### src/rtl/tcc_pkg.sv
// Purpose: shared constants for the timer capture/compare unit
// Assumes: 8-bit register port with byte addresses
// Notes: each 16-bit value occupies a byte pair, high byte first
package tcc_pkg;

  // ************************************************************
  // Register map
  // ************************************************************
  localparam logic [4:0] ADDR_EDGE_SEL = 5'h00;
  // Value pair k: high byte at base + 2k, low byte one above
  localparam logic [4:0] ADDR_VALUE_BASE = 5'h02;
  localparam logic [4:0] ADDR_FORCE = 5'h12;
  localparam logic [4:0] ADDR_PIN_MASK = 5'h13;
  localparam logic [4:0] ADDR_PIN_DATA = 5'h14;
  localparam logic [4:0] ADDR_ACTION = 5'h15;
  localparam logic [4:0] ADDR_FLAG = 5'h16;
  localparam logic [4:0] ADDR_IRQ_MASK = 5'h17;
  localparam logic [4:0] ADDR_FUNC_SEL = 5'h18;

  // ************************************************************
  // Layout
  // ************************************************************
  localparam int NUM_VALUES = 8;
  localparam int NUM_CAPTURE = 4;
  localparam int NUM_COMPARE = 5;
  localparam int SHARED_INDEX = 3;
  localparam int COMPARE_ONE_INDEX = 4;
  localparam int FUNC_SEL_BIT = 0;
  localparam int EDGE_RISE_BIT = 0;
  localparam int EDGE_FALL_BIT = 1;
  localparam int PIN_LOW = 3;
  localparam int PIN_HIGH = 7;
  // Bits 2:0 of force, mask and data are unimplemented
  localparam logic [7:0] PIN_FIELD_MASK = 8'hf8;

  // ************************************************************
  // Reset values
  // ************************************************************
  localparam logic [15:0] COMPARE_RESET = 16'hffff;
  localparam logic [7:0] CONTROL_RESET = 8'h00;

  // Pin action on a compare event
  typedef enum logic [1:0] {
    ACT_OFF = 2'b00,
    ACT_TOGGLE = 2'b01,
    ACT_SET = 2'b11,
    ACT_CLEAR = 2'b10
  } pin_action_e;

endpackage

### src/rtl/timer_capture_compare_unit.sv
// Purpose: capture/compare logic around a free-running 16-bit count
// Assumes: count and pins are synchronous to i_mclk
// Notes: the three dedicated capture registers hold their value through reset; the shared pair resets
//
// Decided for this implementation: strobed register access and the register addresses.
`timescale 1ns/1ps
module timer_capture_compare_unit #(
  parameter int COUNT_W = 16
) (
  input wire logic i_mclk,
  input wire logic i_rst_n,
  input wire logic [4:0] i_addr,
  input wire logic [7:0] i_wr_data,
  input wire logic i_wr,
  input wire logic i_rd,
  output logic [7:0] o_rd_data,
  input wire logic [COUNT_W-1:0] i_free_running_count,
  input wire logic i_count_tick,
  input wire logic [3:0] i_port_a,
  output logic [7:3] o_port_a_out,
  output logic [7:3] o_port_a_oe,
  output logic o_irq
);

  // ************************************************************
  // Declarations
  // ************************************************************
  logic [7:0] edge_sel_reg;
  logic [7:0] action_reg;
  logic [7:0] mask_reg;
  logic [7:0] data_reg;
  logic [7:0] flag_reg;
  logic [7:0] flag_next;
  logic [7:0] irq_mask_reg;
  logic func_sel_reg;
  logic [COUNT_W-1:0] val [tcc_pkg::NUM_VALUES];
  logic [COUNT_W-1:0] cap_val [tcc_pkg::NUM_CAPTURE];
  logic [tcc_pkg::NUM_VALUES-1:0] hi_wr;
  logic [tcc_pkg::NUM_VALUES-1:0] lo_wr;
  logic [tcc_pkg::NUM_VALUES-1:0] hi_rd;
  logic [tcc_pkg::NUM_VALUES-1:0] load_v;
  logic [tcc_pkg::NUM_CAPTURE-1:0] cap_evt;
  logic [tcc_pkg::NUM_CAPTURE-1:0] cap_load;
  logic [tcc_pkg::NUM_COMPARE-1:0] match;
  logic [tcc_pkg::NUM_COMPARE-1:0] force_go;
  logic [tcc_pkg::NUM_COMPARE-1:0] cmp_evt;
  logic [7:0] flag_set;
  logic [3:0] cap_set;
  logic [7:3] cmp_set;
  logic [7:0] flag_clr;
  logic [7:3] pin_next;
  logic [7:3] oe_next;
  logic [7:0] rd_mux;
  logic force_wr;

  // ************************************************************
  // Control register decode
  // ************************************************************
  // Write strobes for the force and flag registers
  assign force_wr = i_wr && (i_addr == tcc_pkg::ADDR_FORCE);
  assign flag_clr = (i_wr && (i_addr == tcc_pkg::ADDR_FLAG)) ? i_wr_data : 8'h00;
  // Bit 3 is shared; only one of capture four and compare five is enabled
  assign flag_set = {cmp_set[7:4], cmp_set[3] | cap_set[3], cap_set[2:0]};
  // Set wins over a clear in the same cycle
  assign flag_next = (flag_reg & ~flag_clr) | flag_set;
  assign load_v = {4'h0, cap_load};

  // Control registers; edge select starts out disabled
  always_ff @(posedge i_mclk) begin
    if (!i_rst_n) begin
      edge_sel_reg <= tcc_pkg::CONTROL_RESET;
      action_reg <= tcc_pkg::CONTROL_RESET;
      mask_reg <= tcc_pkg::CONTROL_RESET;
      data_reg <= tcc_pkg::CONTROL_RESET;
      irq_mask_reg <= tcc_pkg::CONTROL_RESET;
      flag_reg <= tcc_pkg::CONTROL_RESET;
      func_sel_reg <= 1'b0;
    end else begin
      flag_reg <= flag_next;
      if (i_wr && (i_addr == tcc_pkg::ADDR_EDGE_SEL)) begin
        edge_sel_reg <= i_wr_data;
      end
      if (i_wr && (i_addr == tcc_pkg::ADDR_ACTION)) begin
        action_reg <= i_wr_data;
      end
      if (i_wr && (i_addr == tcc_pkg::ADDR_PIN_MASK)) begin
        mask_reg <= i_wr_data & tcc_pkg::PIN_FIELD_MASK;
      end
      if (i_wr && (i_addr == tcc_pkg::ADDR_PIN_DATA)) begin
        data_reg <= i_wr_data & tcc_pkg::PIN_FIELD_MASK;
      end
      if (i_wr && (i_addr == tcc_pkg::ADDR_IRQ_MASK)) begin
        irq_mask_reg <= i_wr_data;
      end
      if (i_wr && (i_addr == tcc_pkg::ADDR_FUNC_SEL)) begin
        func_sel_reg <= i_wr_data[tcc_pkg::FUNC_SEL_BIT];
      end
    end
  end

  // ************************************************************
  // Value register pairs
  // ************************************************************
  for (genvar k = 0; k < tcc_pkg::NUM_VALUES; k++) begin : g_val
    localparam logic [4:0] HI_ADDR = tcc_pkg::ADDR_VALUE_BASE + 5'(2 * k);
    localparam logic [4:0] LO_ADDR = HI_ADDR + 5'h01;
    logic [COUNT_W-1:0] v_reg;
    logic sw_ok;
    // Byte strobes; the shared pair ignores writes in capture mode
    assign hi_wr[k] = i_wr && (i_addr == HI_ADDR);
    assign lo_wr[k] = i_wr && (i_addr == LO_ADDR);
    assign hi_rd[k] = i_rd && (i_addr == HI_ADDR);
    assign sw_ok = (k > tcc_pkg::SHARED_INDEX) ||
                   ((k == tcc_pkg::SHARED_INDEX) && !func_sel_reg);
    assign val[k] = v_reg;
    if (k < tcc_pkg::SHARED_INDEX) begin : g_cap_only
      // No reset term: captured times survive a reset
      always_ff @(posedge i_mclk) begin
        if (load_v[k]) begin
          v_reg <= cap_val[k];
        end
      end
    end else begin : g_cmp
      // Compare storage, all ones out of reset
      always_ff @(posedge i_mclk) begin
        if (!i_rst_n) begin
          v_reg <= tcc_pkg::COMPARE_RESET;
        end else if (load_v[k]) begin
          v_reg <= cap_val[tcc_pkg::SHARED_INDEX];
        end else begin
          if (sw_ok && hi_wr[k]) begin
            v_reg[15:8] <= i_wr_data;
          end
          if (sw_ok && lo_wr[k]) begin
            v_reg[7:0] <= i_wr_data;
          end
        end
      end
    end
  end

  for (genvar n = 0; n < tcc_pkg::NUM_CAPTURE; n++) begin : g_cap
    localparam int P = (n == 3) ? 3 : 2 - n;
    localparam int E = (n == 3) ? 6 : 4 - 2 * n;
    logic prev_reg;
    logic blk;
    logic hold_reg;
    logic [COUNT_W-1:0] hold_val_reg;
    logic rise;
    logic fall;
    logic en;
    // Edge detect against last sample; each channel stands alone
    assign rise = i_port_a[P] && !prev_reg;
    assign fall = !i_port_a[P] && prev_reg;
    assign en = (n != 3) || func_sel_reg;
    assign cap_evt[n] = en && ((edge_sel_reg[E + tcc_pkg::EDGE_RISE_BIT] && rise) ||
                               (edge_sel_reg[E + tcc_pkg::EDGE_FALL_BIT] && fall));
    // A load in the high byte read cycle would land before the low byte read
    assign blk = hi_rd[n];
    // A held capture lands in the cycle after the read
    assign cap_load[n] = (cap_evt[n] || hold_reg) && !blk;
    assign cap_val[n] = cap_evt[n] ? i_free_running_count : hold_val_reg;
    assign cap_set[P] = cap_evt[n];

    // Edge history and the capture held over a blocked cycle
    always_ff @(posedge i_mclk) begin
      if (!i_rst_n) begin
        prev_reg <= 1'b0;
        hold_reg <= 1'b0;
      end else begin
        prev_reg <= i_port_a[P];
        hold_reg <= blk && (cap_evt[n] || hold_reg);
      end
    end

    // The count is sampled at the edge it settled before; it moves after
    always_ff @(posedge i_mclk) begin
      if (cap_evt[n]) begin
        hold_val_reg <= i_free_running_count;
      end
    end

  end

  // ************************************************************
  // Output compare channels
  // ************************************************************
  for (genvar c = 0; c < tcc_pkg::NUM_COMPARE; c++) begin : g_cmp
    localparam int V = (c == 4) ? tcc_pkg::SHARED_INDEX : tcc_pkg::COMPARE_ONE_INDEX + c;
    localparam int F = 7 - c;
    logic inh_reg;
    logic pend_reg;
    logic en;
    // Matching only on a fresh count avoids repeats under prescale
    assign en = (c != 4) || !func_sel_reg;
    assign match[c] = en && !inh_reg && i_count_tick &&
                      (val[V] == i_free_running_count);
    assign force_go[c] = en && pend_reg && i_count_tick;
    assign cmp_evt[c] = match[c] || force_go[c];
    assign cmp_set[F] = match[c];

    // Force is held only until the next count transition
    always_ff @(posedge i_mclk) begin
      if (!i_rst_n) begin
        inh_reg <= 1'b0;
        pend_reg <= 1'b0;
      end else begin
        inh_reg <= hi_wr[V];
        if (force_wr && i_wr_data[F]) begin
          pend_reg <= 1'b1;
        end else if (i_count_tick) begin
          pend_reg <= 1'b0;
        end
      end
    end

  end

  // ************************************************************
  // Port A pin drivers
  // ************************************************************
  for (genvar q = tcc_pkg::PIN_LOW; q <= tcc_pkg::PIN_HIGH; q++) begin : g_pin
    logic [1:0] act;
    logic own_on;
    logic own_ev;
    logic master;
    if (q < tcc_pkg::PIN_HIGH) begin : g_own
      assign act = action_reg[2*q-5:2*q-6];
      assign own_ev = cmp_evt[7-q];
    end else begin : g_none
      assign act = tcc_pkg::ACT_OFF;
      assign own_ev = 1'b0;
    end
    // Fifth compare gives up its pin in capture mode
    assign own_on = (act != tcc_pkg::ACT_OFF) &&
                    ((q != tcc_pkg::PIN_LOW) || !func_sel_reg);
    assign master = cmp_evt[0] && mask_reg[q];
    // Master compare takes priority over the pin's own channel
    assign pin_next[q] = master ? data_reg[q] :
                         !(own_ev && own_on) ? o_port_a_out[q] :
                         (act == tcc_pkg::ACT_TOGGLE) ? !o_port_a_out[q] : act[0];
    assign oe_next[q] = mask_reg[q] || own_on;
  end

  // Pins and their enables come straight from flops
  always_ff @(posedge i_mclk) begin
    if (!i_rst_n) begin
      o_port_a_out <= 5'h00;
      o_port_a_oe <= 5'h00;
    end else begin
      o_port_a_out <= pin_next;
      o_port_a_oe <= oe_next;
    end
  end

  // ************************************************************
  // Read path and interrupt
  // ************************************************************
  // Unmapped addresses and force register read zero
  always_comb begin
    rd_mux = 8'h00;
    if (i_addr == tcc_pkg::ADDR_EDGE_SEL) begin
      rd_mux = edge_sel_reg;
    end else if (i_addr == tcc_pkg::ADDR_PIN_MASK) begin
      rd_mux = mask_reg;
    end else if (i_addr == tcc_pkg::ADDR_PIN_DATA) begin
      rd_mux = data_reg;
    end else if (i_addr == tcc_pkg::ADDR_ACTION) begin
      rd_mux = action_reg;
    end else if (i_addr == tcc_pkg::ADDR_FLAG) begin
      rd_mux = flag_reg;
    end else if (i_addr == tcc_pkg::ADDR_IRQ_MASK) begin
      rd_mux = irq_mask_reg;
    end else if (i_addr == tcc_pkg::ADDR_FUNC_SEL) begin
      rd_mux = {7'h00, func_sel_reg};
    end
    for (int k = 0; k < tcc_pkg::NUM_VALUES; k++) begin
      if (i_addr == tcc_pkg::ADDR_VALUE_BASE + 5'(2 * k)) begin
        rd_mux = val[k][15:8];
      end
      if (i_addr == tcc_pkg::ADDR_VALUE_BASE + 5'(2 * k + 1)) begin
        rd_mux = val[k][7:0];
      end
    end
  end

  // Read data stands only in the cycle after the strobe
  always_ff @(posedge i_mclk) begin
    if (!i_rst_n) begin
      o_rd_data <= 8'h00;
      o_irq <= 1'b0;
    end else begin
      o_rd_data <= i_rd ? rd_mux : 8'h00;
      o_irq <= |(flag_reg & irq_mask_reg);
    end
  end
endmodule

### config.mk
export PLATFORM = sky130hd
export DESIGN_NAME = timer_capture_compare_unit
export DESIGN_NICKNAME = d
export VERILOG_FILES = /design/src/rtl/tcc_pkg.sv /design/src/rtl/timer_capture_compare_unit.sv
export SDC_FILE = /design/constraint.sdc
export NUM_CORES = 1
export LEC_CHECK = 0
export ABC_AREA = 0
export ABC_CLOCK_PERIOD_IN_PS = 3400
export BUFFER_PORTS_ARGS = -buffer_cell sky130_fd_sc_hd__buf_2
export CAP_MARGIN = 40
export CORE_MARGIN = 5
export CORE_UTILIZATION = 45
export DETAILED_ROUTE_END_ITERATION = 16
export MAX_ROUTING_LAYER = met4
export PLACE_DENSITY = 0.6
export SLEW_MARGIN = 20
export SYNTH_ARGS = -nofsm -noshare
export SYNTH_HDL_FRONTEND = slang
export SYNTH_SLANG_ARGS = --single-unit
export TNS_END_PERCENT = 30
### constraint.sdc
create_clock -name i_mclk -period 3.4 [get_ports i_mclk]
set_clock_uncertainty 0.2 [all_clocks]
set_input_delay 0.68 -clock i_mclk [delete_from_list [all_inputs] [get_ports i_mclk]]
set_output_delay 0.68 -clock i_mclk [all_outputs]
set_load 0.02 [all_outputs]
==> flow_summary.yaml, run 1 <==
sta:
  setup_viol: 0
  final-hold-violation-count: 0
  tns_ns: 0
  slew_viol_final: 0
  maxSlewHeadroom_pct: 49.89
  max_freq_mhz: 368.4
  finalCritPeriodShare_pct: 79.83
  rsz0062_at_grt: "no"
  post-route-min-period_ns: 2.714
  tightest_slew_ns: 0.7505
clock_network:
  cts_setup_buffers: 0
  cts_buffers: 29
  htree_levels: 1
  clockBufferDepth: 3
  ctsResizeCount: 0
  root_buffer: "clkbuf_16"
  cts.sinks: 272
  cts_hold_buf: 0
  clk_pin_slew_ns: 0.06
  cts_tree: "yes"
  clk_latency_ns: 0.57
finish:
  stdcell_area_sq_um: 14600
  nets: 1522
  fillers: 2697
  largest_reg_flops: 128
  drive_gt1_share_pct: 17.55
  final_util_pct: 52.25
  syn2layout_area_growth_pct: 14.14
  antennaDiodeCount: 0
route:
  vias: 11455
  post_drt_wl_per_cell_um: 26.44
  wirelength_um: 49760
  drt-initial-drc-count: 1454
  first_pass_iters: 7
  ant_nets: 0
  via_per_inst: 6.087
  drc_errors: 0
place:
  hpwl_um: 35810
  dpl_cell_area_sq_um: 13660
  gp_congestion: 1.016
  port_buffers: 56
global_routing:
  grt_pass1_wl_um: 73150
  grt_max_degree: 50
  antenna_found_initial: 1
  grt_overflow_total: 0
  grt_pass1_vias: 10743
  grt_util_all_layers_pct: 31.64
logic_synthesis:
  syn_avg_cell_area_sq_um: 8.942
  synth_area_sq_um: 12790
  synth_edf_count: 48
  synth.net_count: 1468
  synth_ff_type: "dfxtp_1"
  ys_seq_elements: 272
  ys_async_sr_fraction_pct: 0
  synth_cell_types: 76
  ys_warn_count: 0
  syn_inst: 1430
  yosysSeqAreaShare_pct: 46.34
power_and_ir_drop:
  power_frac_comb_pct: 10.1
  p_sw_share_pct: 25.05
  pwr-share-clk_pct: 43.1
  power.leakage_nw: 5.800
  p_int_mw: 5.541
  p_total_mw: 7.393
  p_per_area_nw_per_um2: 506.5
  p_sw_mw: 1.852
  ir_worst_vdd_mv: 0.4257
  seq_power_share_pct: 46.8
floorplan:
  start_util_pct: 45.78
  die_h_um: 178.6
  coreArea_sq_um: 27930
  num_rows: 61
  chipWidth_um: 178.6
  ioPinCount: 57
  die_area_sq_um: 31890
setup_path:
  worstPathArrival_ns: 2.94
  critPathKind: "in2reg"
  worstSetupStartpointType: "input port"
  required_ns: 3.62
  worstPathMaxFanout: 15
  endpoint_kind: "register"
outcome:
  outcome: "finished, final reports clean"
flow_run:
  drv_cap: 0
min_path:
  hold_class: "in2reg"
[cell type report]
cell class	count	area, sq um	share of cell area [%]
well taps	378	473.0	3.240
inverters	8	30.03	0.2057
flip-flops and latches	272	5926	40.60
clock inverters	14	182.7	1.252
clock buffers	37	755.7	5.178
repair buffers	132	867.1	5.941
multi-input cells	1041	6361	43.58
[cell usage in the layout (no fill, tap or decap), types with 6 or more instances in the layout]
| cell type | n |
|---|---|
| dfxtp_1 | 224 |
| mux2i_1 | 28 |
| nand3_1 | 98 |
| nand2b_1 | 13 |
| a21oi_1 | 77 |
| o211ai_1 | 10 |
| o22ai_1 | 9 |
| nand4_1 | 13 |
| inv_1 | 6 |
| a221oi_1 | 6 |
| or3_1 | 7 |
| nand3b_1 | 10 |
| xnor2_1 | 40 |
| nand2_1 | 240 |
| clkbuf_1 | 8 |
| clkbuf_16 | 29 |
| o221ai_1 | 7 |
| buf_2 | 56 |
| o21ai_0 | 62 |
| a21o_1 | 7 |
| edfxtp_1 | 48 |
| xor2_1 | 41 |
| buf_4 | 74 |
| nor3_1 | 25 |
| and3_1 | 19 |
| nor2b_1 | 19 |
| mux2_2 | 71 |
| nor2_1 | 94 |
| and2_1 | 9 |
| nor4_1 | 11 |
| a211oi_1 | 11 |
| a22oi_1 | 14 |
| a31oi_1 | 12 |
[final timing paths]
path	startpoint	end	slack [ns]	cells past startpoint
setup / recovery	i_addr[1]	o_rd_data[6]	0.69	8
hold / removal	i_port_a[3]	g_cap[3].prev_reg	0.16	2
setup reg to reg	action_reg[6]	o_rd_data[6]	1.07	6
hold reg to reg	g_cap[3].hold_val_reg[7]	g_cap[3].hold_val_reg[7]	0.27	1
[worst max-delay path: stages]
cell      delay [ns]
buf_2           0.31
buf_4           0.27
mux4_2          0.52
nor2b_1         0.16
a211oi_1        0.45
o22ai_1         0.17
o211ai_1        0.21
a221oi_1        0.15
[power by group through the flow]
stage	Clock (mW)	Sequential, mW	Combinational (mW)
after global routing	3.35	3.47	0.783
after global placement	0	3.53	0.722
final	3.19	3.46	0.745
after detailed placement	0	3.53	0.726
after CTS	3.23	3.46	0.728
after floorplan	0	3.52	0.441
[cell usage after synthesis (3+ instances only)]
master / count / area [sq um]
nand2b_1: 13 / 81.33
o22ai_1: 9 / 56.30
a21oi_1: 77 / 385.4
and3b_1: 4 / 35.03
buf_2: 29 / 145.1
dfxtp_1: 224 / 4484
mux2_2: 71 / 799.5
a221o_1: 5 / 50.05
xnor2_1: 40 / 350.3
and2_1: 9 / 56.30
nor2_1: 94 / 352.8
a21boi_0: 4 / 30.03
mux2i_1: 28 / 280.3
nand4_1: 13 / 81.33
o21a_1: 5 / 37.54
nor3_1: 25 / 125.1
nand3b_1: 10 / 75.07
or4_1: 3 / 22.52
or3_1: 7 / 43.79
a22o_1: 4 / 35.03
o211ai_1: 10 / 75.07
o2bb2ai_1: 3 / 26.28
nand2_1: 240 / 900.9
clkbuf_1: 68 / 255.2
inv_1: 7 / 26.28
o21ai_0: 62 / 310.3
o21ai_1: 7 / 35.03
a221oi_1: 6 / 52.55
a22oi_1: 14 / 105.1
nand3_1: 98 / 490.5
o32ai_1: 4 / 35.03
a211oi_1: 11 / 82.58
o221ai_1: 7 / 61.31
xor2_1: 41 / 359.1
nor3b_1: 4 / 30.03
and3_1: 19 / 118.9
a21o_1: 7 / 52.55
a31oi_1: 14 / 87.58
edfxtp_1: 48 / 1441
nor4_1: 11 / 68.82
nor2b_1: 19 / 118.9
buf_4: 8 / 60.06
[per-stage QoR]
stage               std cells  worst slack, ns  hold WS (ns)
global route             1882           0.6866        0.1646
detailed placement       1831           0.2136        0.2583
floorplan                1430           0.3129        0.2445
finish                   1882           0.6857        0.1648
global placement         1830           0.1939        0.2521
CTS                      1882           0.7712        0.1457
[cells by family (layout without fill, tap and decap cells)]
kind of cell           count (synthesis)  count (layout)  synth area share, %
buffers and inverters                117             191                4.070
XOR/XNOR                              81              81                5.548
flip-flops                           272             272                46.34
AO/OA/AOI/OAI                        273             273                13.59
multiplexers                         100             100                8.620
AND/OR/NAND/NOR                      587             587                21.83
[metal layers]
metal / share of wire [%] / GRT usage (%)
met4: 2.6 / 7.515
met2: 43 / 46.68
met1: 46 / 46.00
met3: 8.4 / 4.621
met5: 0 / -
Power figures use the tool's default switching activity.
==> inputs of run 2 (changes only) <==
--- a/config.mk
+++ b/config.mk
@@ -5,15 +5,15 @@
 export SDC_FILE = /design/constraint.sdc
 export NUM_CORES = 1
 export LEC_CHECK = 0
-export ABC_AREA = 0
-export ABC_CLOCK_PERIOD_IN_PS = 3400
+export ABC_AREA = 1
+export ABC_CLOCK_PERIOD_IN_PS = 2700
 export BUFFER_PORTS_ARGS = -buffer_cell sky130_fd_sc_hd__buf_2
 export CAP_MARGIN = 40
 export CORE_MARGIN = 5
 export CORE_UTILIZATION = 45
 export DETAILED_ROUTE_END_ITERATION = 16
 export MAX_ROUTING_LAYER = met4
-export PLACE_DENSITY = 0.6
+export PLACE_DENSITY = 0.61
 export SLEW_MARGIN = 20
 export SYNTH_ARGS = -nofsm -noshare
 export SYNTH_HDL_FRONTEND = slang
==> constraint.sdc (replaced) <==
create_clock -name i_mclk -period 2.7 [get_ports i_mclk]
set_clock_uncertainty 0.2 [all_clocks]
set_input_delay 0.54 -clock i_mclk [delete_from_list [all_inputs] [get_ports i_mclk]]
set_output_delay 0.54 -clock i_mclk [all_outputs]
set_load 0.02 [all_outputs]
==> flow_summary.yaml, run 2 <==
min_path:
  hold_class: "in2reg"
  hp-start: "i_port_a[0]"
  whs_path_depth: 3
  min_to: "g_cap[2].prev_reg"
finish:
  final_common_cell: "nand2_1"
  fillers: 2519
  antennaDiodeCount: 0
  stdcell_area_sq_um: 13890
  largest_reg_flops: 128
  nets: 1655
  layout_common_cells: "nand2_1 (383), dfxtp_1 (224), inv_1 (164)"
  drive_gt1_share_pct: 15.61
  syn2layout_area_growth_pct: 17.92
logic_synthesis:
  syn_avg_cell_area_sq_um: 7.895
  synthTopCellsByArea: "dfxtp_1 (38%), edfxtp_1 (12%), nand2_1 (12%), o21ai_0 (6.2%), inv_1 (5.2%)"
  ys_async_sr_fraction_pct: 0
  synth_area_leader_cell: "dfxtp_1"
  synth_cell_types: 41
  syn_inst: 1492
  yosysSeqAreaShare_pct: 50.30
  synth_ff_type: "dfxtp_1"
  yosysTopAreaCellShare_pct: 38.07
  yosysMostFrequentCell: "nand2_1"
  ys_seq_elements: 272
  ys_warn_count: 0
  synth_common_cells: "nand2_1 (383), dfxtp_1 (224), inv_1 (164)"
  synth_edf_count: 48
  synth.net_count: 1530
  synth_area_sq_um: 11780
clock_network:
  clk_pin_slew_ns: 0.06
  clockBufferDepth: 3
  cts.sinks: 272
  htree_levels: 1
  cts_tree: "yes"
  cts_buffers: 29
  root_buffer: "clkbuf_16"
  clk_latency_ns: 0.55
global_routing:
  grt_max_degree: 103
  grt_pass1_wl_um: 60790
  antenna_found_initial: 0
  grt_overflow_total: 0
  grt_pass1_vias: 10309
  grt_util_all_layers_pct: 27.71
setup_path:
  cpMaxStageDelayCell: "nor3_1"
  slowest_delay_ns: 0.23
  rr_worst_depth: 14
  required_ns: 2.95
  cp_common_cell: "nand2_1"
  r2r_start: "irq_mask_reg[1]"
  r2r_slack_ns: 0.45
  critPathKind: "in2reg"
  worstPathArrival_ns: 2.64
  cp_cell_sequence: "buf_2 -> nand2_1 -> inv_1 -> nand3_1 -> nor2_1 -> a21oi_1 -> o21ai_0 -> nor3_1 -> nand4_1 -> nor2_1 -> nand3_1 -> nand2_1 -> nand4_1 -> nand2_1 -> nand4_1 -> nand2_1 -> inv_1"
  worstReg2RegEnd: "o_rd_data[1]"
  endpoint_kind: "register"
  worstPathMaxFanout: 5
  worstSetupStartpointType: "input port"
place:
  dpl_cell_area_sq_um: 12980
  port_buffers: 56
  gp_congestion: 1.005
  hpwl_um: 29590
power_and_ir_drop:
  ir_worst_vdd_mv: 0.5759
  power.leakage_nw: 6.274
  p_total_mw: 9.104
  p_per_area_nw_per_um2: 655.4
floorplan:
  ioPinCount: 57
  die_h_um: 171.8
  die_area_sq_um: 29510
  chipWidth_um: 171.8
  num_rows: 59
  start_util_pct: 45.46
  coreArea_sq_um: 25910
route:
  m1WireLength_um: 17240
  drc_errors: 0
  first_pass_iters: 6
  post_drt_wl_per_cell_um: 20.29
  routed.top_layer: "met4"
  wirelength_um: 40080
  via_per_inst: 5.532
  ant_nets: 0
  drt-initial-drc-count: 1087
  wl_met2_um: 18110
  wl_met3_um: 3088
  vias: 10925
sta:
  slew_viol_final: 0
  finalCritPeriodShare_pct: 88.77
  post-route-min-period_ns: 2.397
  tightest_slew_ns: 0.7315
  final-hold-violation-count: 0
  maxSlewHeadroom_pct: 51.18
  rsz0062_at_grt: "no"
  tns_ns: 0
  max_freq_mhz: 417.2
  setup_viol: 0
flow_run:
  drv_cap: 0
outcome:
  outcome: "finished, final reports clean"
run 2: cell count changes after synthesis, moves of 29 or more:
cell,before,now
o211ai_1,10,56
nand3_1,98,32
o21ai_0,62,146
inv_1,7,164
nand2_1,240,383
mux2_2,71,0
xnor2_1,40,11
run 2: report_power, final:
part	switching, mW	internal, mW	leakage [nW]	total, mW
combinational	0.578	0.296	3.56	0.874
clock	1.65	2.07	0.429	3.72
sequential	0.0933	4.42	2.29	4.51
total	2.32	6.78	6.27	9.10
run 2: cell families after synthesis:
logic type / count (synthesis) / synth area share, %
AND/OR/NAND/NOR: 607 / 22.27
AO/OA/AOI/OAI: 344 / 17.31
flip-flops: 272 / 50.30
buffers and inverters: 235 / 7.573
XOR/XNOR: 33 / 2.453
multiplexers: 1 / 0.08497
run 2: critical path: cells and delay by family:
kind | cells | cell delay (ns)
compound gates | 2 | 0.30
buf+inv | 3 | 0.23
simple gates | 12 | 1.57
run 2: final cells by class:
class                           count  area, sq um  area share (%)
Sequential cell                   272         5926           42.66
Multi-Input combinational cell    985         4962           35.72
Timing Repair Buffer              150         1033           7.440
Clock buffer                       35        748.2           5.386
Inverter                          179        671.9           4.837
Tap cell                          335        419.2           3.017
Clock inverter                     19        130.1          0.9368
run 2: per-stage QoR:
stage | std cells | hold slack, ns | setup WS (ns) | util [%]
CTS | 1975 | 0.0006860 | 0.4179 | 53.61
global route | 1975 | 0.02535 | 0.2336 | 53.61
detailed placement | 1918 | 0.2542 | -0.1516 | 50.10
floorplan | 1492 | 0.2307 | 0.5272 | -
finish | 1975 | 0.01646 | 0.3033 | 53.61
global placement | 1918 | 0.2422 | -0.1336 | 50.10
run 2: routing by layer:
layer,global-route usage (%),up-vias
met5,-,-
met4,9.467,0
met3,3.493,106
met2,43.19,474
met1,37.55,5117
li1,-,5228
run 2: worst max path at each step:
stage	start	endpoint	slack, ns
2_1_floorplan	i_addr[4]	o_rd_data[0]	0.53
3_3_place_gp	i_addr[1]	o_rd_data[1]	-0.13
3_5_place_dp	i_addr[1]	o_rd_data[1]	-0.15
4_1_cts	i_addr[1]	o_rd_data[1]	0.42
5_1_grt	i_addr[1]	o_rd_data[2]	0.23
6_report	i_addr[1]	o_rd_data[1]	0.30
run 2: what timing repair did:
item                                   in CTS  in global routing
resized for setup                           0                  0
setup buffers                               0                  0
hold buffers                                3                  0
endpoints found under the hold margin       3                  0
